**src/verilog/irq_prio_pkg.sv**
```systemverilog
// Package for the two-level interrupt priority unit: register map,
// field positions, reset values, poll order, vectors and carrier types.
// Assumes the core's special-function register bus and bit-write port.
package irq_prio_pkg;

  // Register addresses on the special-function bus
  localparam logic [7:0] IRQ_ENABLE_ADDR   = 8'ha8;
  localparam logic [7:0] SEC_EN_PRIO_ADDR  = 8'ha9;
  localparam logic [7:0] IRQ_PRIO_ADDR     = 8'hb8;

  // Reset values
  localparam logic [7:0] IRQ_ENABLE_RST    = 8'h00;
  localparam logic [7:0] SEC_EN_PRIO_RST   = 8'ha0;
  localparam logic [7:0] IRQ_PRIO_RST      = 8'h00;

  // Field positions in the primary enable and priority registers
  localparam int GLOBAL_EN_BIT = 7;
  localparam int ADC_BIT       = 6;
  localparam int T2_BIT        = 5;
  localparam int UART_BIT      = 4;
  localparam int T1_BIT        = 3;
  localparam int EXT1_BIT      = 2;
  localparam int T0_BIT        = 1;
  localparam int EXT0_BIT      = 0;

  // Field positions in the secondary register
  localparam int SEC_RSVD_HI_BIT  = 7;
  localparam int TIC_PRIO_BIT     = 6;
  localparam int PSM_PRIO_BIT     = 5;
  localparam int SPI_PRIO_BIT     = 4;
  localparam int SEC_RSVD_LO_BIT  = 3;
  localparam int TIC_EN_BIT       = 2;
  localparam int PSM_EN_BIT       = 1;
  localparam int SPI_EN_BIT       = 0;

  // Slots in poll order, highest first
  localparam int NSLOT     = 11;
  localparam int SLOT_PSM  = 0;
  localparam int SLOT_WDT  = 1;
  localparam int SLOT_EXT0 = 2;
  localparam int SLOT_ADC  = 3;
  localparam int SLOT_T0   = 4;
  localparam int SLOT_EXT1 = 5;
  localparam int SLOT_T1   = 6;
  localparam int SLOT_SPI  = 7;
  localparam int SLOT_UART = 8;
  localparam int SLOT_T2   = 9;
  localparam int SLOT_TIC  = 10;

  // Vector address per slot
  localparam logic [NSLOT-1:0][15:0] VECTORS = {
    16'h0053, 16'h002b, 16'h0023, 16'h003b, 16'h001b, 16'h0013,
    16'h000b, 16'h0033, 16'h0003, 16'h005b, 16'h0043};

  // Raw request lines from the peripherals, thirteen flags
  typedef struct packed {
    logic supply_monitor_flag;
    logic ext0_flag;
    logic adc_done_flag0;
    logic adc_done_flag1;
    logic timer0_overflow_flag;
    logic ext1_flag;
    logic timer1_overflow_flag;
    logic spi_flag;
    logic rx_done_flag;
    logic tx_done_flag;
    logic timer2_overflow_flag;
    logic timer2_ext_flag;
    logic interval_counter_flag;
  } irq_flags_s;

  // Request to the core
  typedef struct packed {
    logic        req;
    logic        high;
    logic [3:0]  slot;
    logic [15:0] vector;
  } irq_req_s;

endpackage : irq_prio_pkg

```
**src/verilog/irq_prio_unit.sv**
```systemverilog
// Two-level interrupt priority unit with watchdog interrupt path.
// Assumes peripheral flags and the core strobes are on core_clk.
//
// Contract
// - Eleven sources, two priority levels
// - Enable bit 7 blocks all maskable sources
// - Enable bits 6..0 gate seven sources
// - Priority bits 6..0 set level, bit7 reserved
// - Secondary bits 6..4 priority, 2..0 enable
// - High request preempts low service routine
// - Same cycle: high level vectored first
// - Same level held off until routine ends
// - Fixed poll order within a level
// - Acceptance pushes PC, loads vector
// - Fixed vector address per source
// - Watchdog select turns reset into interrupt
// - Watchdog always high, ignores global enable
// - Watchdog requests only with nonzero period
// - Secondary resets A0H, not bit addressable
// - SPI wake needs wake enable bit
`timescale 1ns/100ps
`default_nettype none
module irq_prio_unit (
  input  wire logic                     core_clk,
  input  wire logic                     rst,
  input  wire logic [7:0]               sfr_addr,
  input  wire logic                     sfr_wr,
  input  wire logic [7:0]               sfr_wdata,
  output logic      [7:0]               sfr_rdata,
  input  wire logic [7:0]               bit_addr,
  input  wire logic                     bit_wr,
  input  wire logic                     bit_wdata,
  input  wire irq_prio_pkg::irq_flags_s flags,
  input  wire logic                     wdt_timeout,
  input  wire logic                     watchdog_irq_select,
  input  wire logic                     wdt_period_nonzero,
  input  wire logic                     wdt_flag_clr,
  input  wire logic                     spi_wake_enable,
  input  wire logic                     power_down,
  output logic                          wake_req,
  output logic                          wdt_reset_req,
  output logic                          watchdog_flag,
  output irq_prio_pkg::irq_req_s        irq_out,
  input  wire logic                     irq_ack,
  input  wire logic                     reti
);

  typedef struct packed {
    logic [7:0]            ie;
    logic [7:0]            ip;
    logic [7:0]            sec;
    logic                  wdt_flag;
    logic                  wdt_rst;
    logic                  act_hi;
    logic                  act_lo;
    logic [7:0]            rdata;
    irq_prio_pkg::irq_req_s out;
  } state_s;

  state_s q;
  state_s d;

  logic [irq_prio_pkg::NSLOT-1:0] raw;
  logic [irq_prio_pkg::NSLOT-1:0] enab;
  logic [irq_prio_pkg::NSLOT-1:0] prio;
  logic [irq_prio_pkg::NSLOT-1:0] pend_hi;
  logic [irq_prio_pkg::NSLOT-1:0] pend_lo;
  logic                           take;

  // Lowest set index wins, which is the poll order
  function automatic logic [3:0] first_set(
    input logic [irq_prio_pkg::NSLOT-1:0] v);
    logic [3:0] r;
    r = 4'h0;
    for (int i = irq_prio_pkg::NSLOT - 1; i >= 0; i--) begin
      if (v[i]) begin
        r = 4'(i);
      end
    end
    return r;
  endfunction : first_set

  // Merge flag pairs into one request per vector slot
  always_comb begin
    raw                          = '0;
    raw[irq_prio_pkg::SLOT_PSM]  = flags.supply_monitor_flag;
    raw[irq_prio_pkg::SLOT_WDT]  = q.wdt_flag;
    raw[irq_prio_pkg::SLOT_EXT0] = flags.ext0_flag;
    raw[irq_prio_pkg::SLOT_ADC]  = flags.adc_done_flag0 |
                                   flags.adc_done_flag1;
    raw[irq_prio_pkg::SLOT_T0]   = flags.timer0_overflow_flag;
    raw[irq_prio_pkg::SLOT_EXT1] = flags.ext1_flag;
    raw[irq_prio_pkg::SLOT_T1]   = flags.timer1_overflow_flag;
    raw[irq_prio_pkg::SLOT_SPI]  = flags.spi_flag;
    raw[irq_prio_pkg::SLOT_UART] = flags.rx_done_flag | flags.tx_done_flag;
    raw[irq_prio_pkg::SLOT_T2]   = flags.timer2_overflow_flag |
                                   flags.timer2_ext_flag;
    raw[irq_prio_pkg::SLOT_TIC]  = flags.interval_counter_flag;
  end

  // Per-slot enable and level from the three registers
  always_comb begin
    enab = '0;
    prio = '0;
    enab[irq_prio_pkg::SLOT_EXT0] = q.ie[irq_prio_pkg::EXT0_BIT];
    enab[irq_prio_pkg::SLOT_T0]   = q.ie[irq_prio_pkg::T0_BIT];
    enab[irq_prio_pkg::SLOT_EXT1] = q.ie[irq_prio_pkg::EXT1_BIT];
    enab[irq_prio_pkg::SLOT_T1]   = q.ie[irq_prio_pkg::T1_BIT];
    enab[irq_prio_pkg::SLOT_UART] = q.ie[irq_prio_pkg::UART_BIT];
    enab[irq_prio_pkg::SLOT_T2]   = q.ie[irq_prio_pkg::T2_BIT];
    enab[irq_prio_pkg::SLOT_ADC]  = q.ie[irq_prio_pkg::ADC_BIT];
    enab[irq_prio_pkg::SLOT_TIC]  = q.sec[irq_prio_pkg::TIC_EN_BIT];
    enab[irq_prio_pkg::SLOT_PSM]  = q.sec[irq_prio_pkg::PSM_EN_BIT];
    enab[irq_prio_pkg::SLOT_SPI]  = q.sec[irq_prio_pkg::SPI_EN_BIT];
    prio[irq_prio_pkg::SLOT_EXT0] = q.ip[irq_prio_pkg::EXT0_BIT];
    prio[irq_prio_pkg::SLOT_T0]   = q.ip[irq_prio_pkg::T0_BIT];
    prio[irq_prio_pkg::SLOT_EXT1] = q.ip[irq_prio_pkg::EXT1_BIT];
    prio[irq_prio_pkg::SLOT_T1]   = q.ip[irq_prio_pkg::T1_BIT];
    prio[irq_prio_pkg::SLOT_UART] = q.ip[irq_prio_pkg::UART_BIT];
    prio[irq_prio_pkg::SLOT_T2]   = q.ip[irq_prio_pkg::T2_BIT];
    prio[irq_prio_pkg::SLOT_ADC]  = q.ip[irq_prio_pkg::ADC_BIT];
    prio[irq_prio_pkg::SLOT_TIC]  = q.sec[irq_prio_pkg::TIC_PRIO_BIT];
    prio[irq_prio_pkg::SLOT_PSM]  = q.sec[irq_prio_pkg::PSM_PRIO_BIT];
    prio[irq_prio_pkg::SLOT_SPI]  = q.sec[irq_prio_pkg::SPI_PRIO_BIT];
    // Watchdog is always high and skips the global gate
    enab[irq_prio_pkg::SLOT_WDT]  = 1'b1;
    prio[irq_prio_pkg::SLOT_WDT]  = 1'b1;
  end

  // Split pending requests by level, global gate on maskable ones
  for (genvar g = 0; g < irq_prio_pkg::NSLOT; g++) begin : g_pend
    logic live;
    if (g == irq_prio_pkg::SLOT_WDT) begin : g_wdt
      assign live = raw[g];
    end else begin : g_mask
      assign live = raw[g] & enab[g] &
                    q.ie[irq_prio_pkg::GLOBAL_EN_BIT];
    end
    assign pend_hi[g] = live & prio[g];
    assign pend_lo[g] = live & ~prio[g];
  end

  assign take = irq_ack & q.out.req;

  // Next state: registers, watchdog flag, service levels, request
  always_comb begin
    d = q;
    // Byte writes over the register bus
    if (sfr_wr) begin
      unique case (sfr_addr)
        irq_prio_pkg::IRQ_ENABLE_ADDR: d.ie = sfr_wdata;
        irq_prio_pkg::IRQ_PRIO_ADDR: begin
          d.ip = {1'b0, sfr_wdata[6:0]};
        end
        irq_prio_pkg::SEC_EN_PRIO_ADDR: begin
          d.sec = sfr_wdata;
          d.sec[irq_prio_pkg::SEC_RSVD_HI_BIT] =
            irq_prio_pkg::SEC_EN_PRIO_RST[irq_prio_pkg::SEC_RSVD_HI_BIT];
        end
        default: ;
      endcase
    end
    // Bit writes reach only the primary registers
    if (bit_wr) begin
      if (bit_addr[7:3] == irq_prio_pkg::IRQ_ENABLE_ADDR[7:3]) begin
        d.ie[bit_addr[2:0]] = bit_wdata;
      end else if (bit_addr[7:3] == irq_prio_pkg::IRQ_PRIO_ADDR[7:3]
                   && bit_addr[2:0] != 3'h7) begin
        d.ip[bit_addr[2:0]] = bit_wdata;
      end
    end
    // Watchdog timeout: interrupt when selected with nonzero period, reset request when not selected
    d.wdt_rst = wdt_timeout & ~watchdog_irq_select;
    if (take && q.out.slot == 4'(irq_prio_pkg::SLOT_WDT)) begin
      d.wdt_flag = 1'b0;
    end
    if (wdt_flag_clr) begin
      d.wdt_flag = 1'b0;
    end
    if (wdt_timeout && watchdog_irq_select && wdt_period_nonzero) begin
      d.wdt_flag = 1'b1;
    end
    // Return drops the innermost level, acceptance marks its level
    if (reti) begin
      if (q.act_hi) begin
        d.act_hi = 1'b0;
      end else begin
        d.act_lo = 1'b0;
      end
    end
    if (take) begin
      if (q.out.high) begin
        d.act_hi = 1'b1;
      end else begin
        d.act_lo = 1'b1;
      end
    end
    // Arbitrate against the updated levels
    d.out.req = 1'b0;
    d.out.high = 1'b0;
    d.out.slot = q.out.slot;
    if (!d.act_hi && |pend_hi) begin
      d.out.req = 1'b1;
      d.out.high = 1'b1;
      d.out.slot = first_set(pend_hi);
    end else if (!d.act_hi && !d.act_lo && |pend_lo) begin
      d.out.req = 1'b1;
      d.out.slot = first_set(pend_lo);
    end
    d.out.vector = irq_prio_pkg::VECTORS[d.out.slot];
    // Registered read-back, unmapped addresses read zero
    unique case (sfr_addr)
      irq_prio_pkg::IRQ_ENABLE_ADDR:  d.rdata = d.ie;
      irq_prio_pkg::IRQ_PRIO_ADDR:    d.rdata = d.ip;
      irq_prio_pkg::SEC_EN_PRIO_ADDR: d.rdata = d.sec;
      default:                        d.rdata = 8'h00;
    endcase
  end

  // State register
  always_ff @(posedge core_clk) begin
    if (rst) begin
      q          <= '0;
      q.ie       <= irq_prio_pkg::IRQ_ENABLE_RST;
      q.ip       <= irq_prio_pkg::IRQ_PRIO_RST;
      q.sec      <= irq_prio_pkg::SEC_EN_PRIO_RST;
      q.out.vector <= irq_prio_pkg::VECTORS[0];
    end else begin
      q <= d;
    end
  end

  // Outputs; the core pushes PC and jumps on acknowledge
  assign irq_out       = q.out;
  assign sfr_rdata     = q.rdata;
  assign wdt_reset_req = q.wdt_rst;
  assign watchdog_flag = q.wdt_flag;
  assign wake_req      = power_down &
    ((raw[irq_prio_pkg::SLOT_SPI] & enab[irq_prio_pkg::SLOT_SPI] &
      spi_wake_enable) |
     (raw[irq_prio_pkg::SLOT_TIC] & enab[irq_prio_pkg::SLOT_TIC]));
endmodule : irq_prio_unit
`default_nettype wire

```
**config.mk**
```make
export PLATFORM = sky130hd
export DESIGN_NAME = irq_prio_unit
export DESIGN_NICKNAME = d
export VERILOG_FILES = /design/src/verilog/irq_prio_pkg.sv /design/src/verilog/irq_prio_unit.sv
export SDC_FILE = /design/constraint.sdc
export NUM_CORES = 1
export LEC_CHECK = 0
export ABC_AREA = 1
export CORE_MARGIN = 2
export CORE_UTILIZATION = 64
export DETAILED_ROUTE_END_ITERATION = 10
export DONT_BUFFER_PORTS = 1
export HOLD_SLACK_MARGIN = 0.05
export PLACE_DENSITY_LB_ADDON = 0.25
export SETUP_SLACK_MARGIN = 0.02
export SYNTH_ARGS = -nofsm -noshare
export SYNTH_HDL_FRONTEND = slang
export SYNTH_SLANG_ARGS = --single-unit
```
**constraint.sdc**
```tcl
create_clock -name core_clk -period 2.1 [get_ports core_clk]
set_clock_uncertainty 0.1 [all_clocks]
set_input_delay 0.42 -clock core_clk [delete_from_list [all_inputs] [get_ports core_clk]]
set_output_delay 0.42 -clock core_clk [all_outputs]
set_load 0.005 [all_outputs]
```
==> impl_results.md <==
- Run status: completed
- Number of enable-type register cells in the synthesized netlist: 0
- Standby leakage power: 1.50 nW
- Hold-fix buffers, CTS: 0
- Critical Path Sink Type: register
- VDD IR max: 410 uV
- Cell row count: 24
- Overall die area: 5250 um2
- Clock latency on the worst-skew pair: 0.30 ns
- Number of detailed-routing iterations run before antenna repair: 5
- First-pass GRT wire length: 11.7 mm
- Highest attainable clock frequency: 519 MHz
- Final number of hold-violating endpoints: 0
- MaxCap Viol Count: 0
- Arrival time reported for the critical path endpoint: 2.03 ns
- Core Footprint: 4440 um2
- Worst Hold Class: input port to register
- Startpoint types: register
- Share of the clock period used by the worst path after layout: 91.8%
- Share of cells above drive strength 1: 13.4%
- Final RePlAce weighted congestion: 0.908
- Classification of the worst setup path: register to register
- Setup TNS: 0 ns
- Peak fanout along the critical path: 10
- Starting utilization of the core area: 67.5%
- Final Instance Area: 3010 um2
- Reg2Reg Launch Point: q[57]
- Gr ovfl total: 0
- Number of H-tree branching levels: 2
- Buffers added on ports: 0
- Largest buffer count on any clock path: 2
- Final setup vio count: 0
- Antenna violations before repair: 0
- Largest net degree at the start of global routing: 35
- Post-Syn Instances: 457
- Routed wire length: 7.01 mm
- Pwr Density: 483 nW/um2
- DR WL/cell: 14.0 um
- Half-perimeter wire length after placement: 5.53 mm
- Via count: 2817
- Post-Place Cells: 491
- Number of clock buffers inserted by TritonCTS: 5
- Sequential cell area fraction in the yosys report: 30.7%
- Relative area change from synthesis to final layout: 0.501%
- Detailed-route vias per instance: 5.63
- Via count of the first global-routing pass: 2624
- Instance area at placement: 2920 um2
- Number of pins exceeding their max-slew limit in the final report: 0
- Number of clock sinks: 46
- Number of storage elements in the synthesis netlist: 46
- DRC violation count after routing: 0
- Horizontal extent of the die: 72.4 um
- Unrepaired setup endpoints after global routing: false
- Synthesized area per cell: 6.56 um2
- Most common cell after layout, fill and taps aside: nand2_1
- Remaining antenna violation count: 0
- Violation count after the first detailed-routing iteration: 218
- Endpoint required time on the critical path: 2.20 ns
- Chip Height: 72.4 um
- Post-route insts no fill: 500
- Synth async-reset ratio: 0%
- Total routing resource utilization after global routing: 28.5%
- Net count of the finished layout: 498
- Number of placed I/O pins: 83
- Yosys synthesis warning count: 0
- Most used DFF post-synth: dfxtp_1
- Min-delay src: rst
- Library cell used as clock root buffer: clkbuf_8
- Fill cell instance count of the final layout: 412
- Startpoint of the worst setup timing path: q[57]
- CTS tree: done
- Final critical-path required period: 1.93 ns
- Post-synth cell types: 40
- Clk pin slew, worst setup/hold paths: 0.08 ns
- Total inserted antenna cells: 0
- Cell area after technology mapping: 3000 um2
- Commonest cells after routing, fill and taps aside: nand2_1 (101), inv_1 (63), nor2_1 (61)
cell usage after synthesis (2+ instances only):
cell	count	area share (%)
nand3b_1	2	0.50
conb_1	2	0.25
buf_2	2	0.33
buf_4	30	7.5
nand3_2	2	0.67
inv_1	63	7.9
a31oi_1	2	0.42
a21oi_1	7	1.2
o21ai_1	6	1.0
nor2_2	6	1.3
o211ai_1	6	1.5
o22ai_1	8	1.7
nor2_4	3	1.1
clkinv_1	2	0.25
nand3_1	29	4.8
nand2_1	101	13
nor3_1	2	0.33
nor2_1	62	7.8
o21a_1	3	0.75
nand4_1	8	1.7
nand2_2	9	1.9
nand4_2	7	2.9
clkbuf_1	5	0.63
o21ai_0	24	4.0
nor3_2	3	1.0
or2_2	4	0.83
dfxtp_1	46	31
final timing paths:
| check | cells past startpoint | slack (ns) | end |
|---|---|---|---|
| max | 15 | 0.17 | irq_out[3] |
| min | 1 | 0.08 | irq_out[16] |
| max reg2reg | 15 | 0.17 | irq_out[3] |
| min reg2reg | 2 | 0.35 | q[49] |
cell families (layout without fill, tap and decap cells):
kind of cell	Yosys count	after routing	share of synthesized area, %
AOI/OAI and AO/OA	63	63	12.6
buffers and inverters	104	85	17.5
DFF	46	46	30.7
other	2	12	0.251
and+or+nand+nor	242	242	38.9
area by class of cell:
class                           instances  area (um2)  area share [%]
Multi-Input combinational cell        317        1590            52.9
Clock inverter                          2        10.0           0.332
Clock buffer                            5        68.8            2.28
Tap cell                               52        65.1            2.16
Timing Repair Buffer                   13         110            3.65
Sequential cell                        46         922            30.6
Inverter                               65         244            8.10
critical path, stage by stage (launching register included):
cell and delay, ns:
dfxtp_2 0.34, buf_4 0.15, nand2_1 0.10, nor2_1 0.05
nand2_1 0.09, nand2_2 0.08, nor2_4 0.11, nand3_2 0.10
nand2_4 0.12, nor2_1 0.07, nand2_1 0.10, nand2_2 0.07
nor2_4 0.15, nand3_1 0.09, nand2_1 0.06, nor2_1 0.04
flip-flops by register name, summed over array words and instances, names as in the netlist:
name	flops
enab	10
irq_out	10
prio	10
sfr_rdata	8
q	6
watchdog_flag	1
wdt_reset_req	1
metrics by stage:
step | setup WS [ns] | power, mW | hold slack (ns) | util, %
after floorplan | 0.325 | 0.979 | 0.309 | -
after global placement | 0.103 | 0.961 | 0.328 | 65.6
after detailed placement | 0.0270 | 0.963 | 0.337 | 65.6
after CTS | 0.146 | 1.46 | 0.0751 | 67.4
after global routing | 0.0216 | 1.51 | 0.0628 | 67.8
final | 0.171 | 1.46 | 0.0838 | 67.8
what timing repair did:
action,CTS,global route
setup endpoints to repair,0,4
setup buffers,0,2
resized for setup,0,3
per-layer routing:
layer / GRT usage (%) / share of wire [%] / up-vias
met2: 47.5 / 47 / 130
met3: 5.83 / 8.7 / 11
met4: 10.3 / 1.5 / 0
met5: 0 / 0 / -
li1: - / - / 1400
met1: 36.5 / 43 / 1276
power by group:
group / internal [mW] / switching (mW)
registers: 0.876 / 0.00306
logic: 0.0210 / 0.0452
clock network: 0.224 / 0.288
Note: power is estimated with default switching activity, not from simulation.
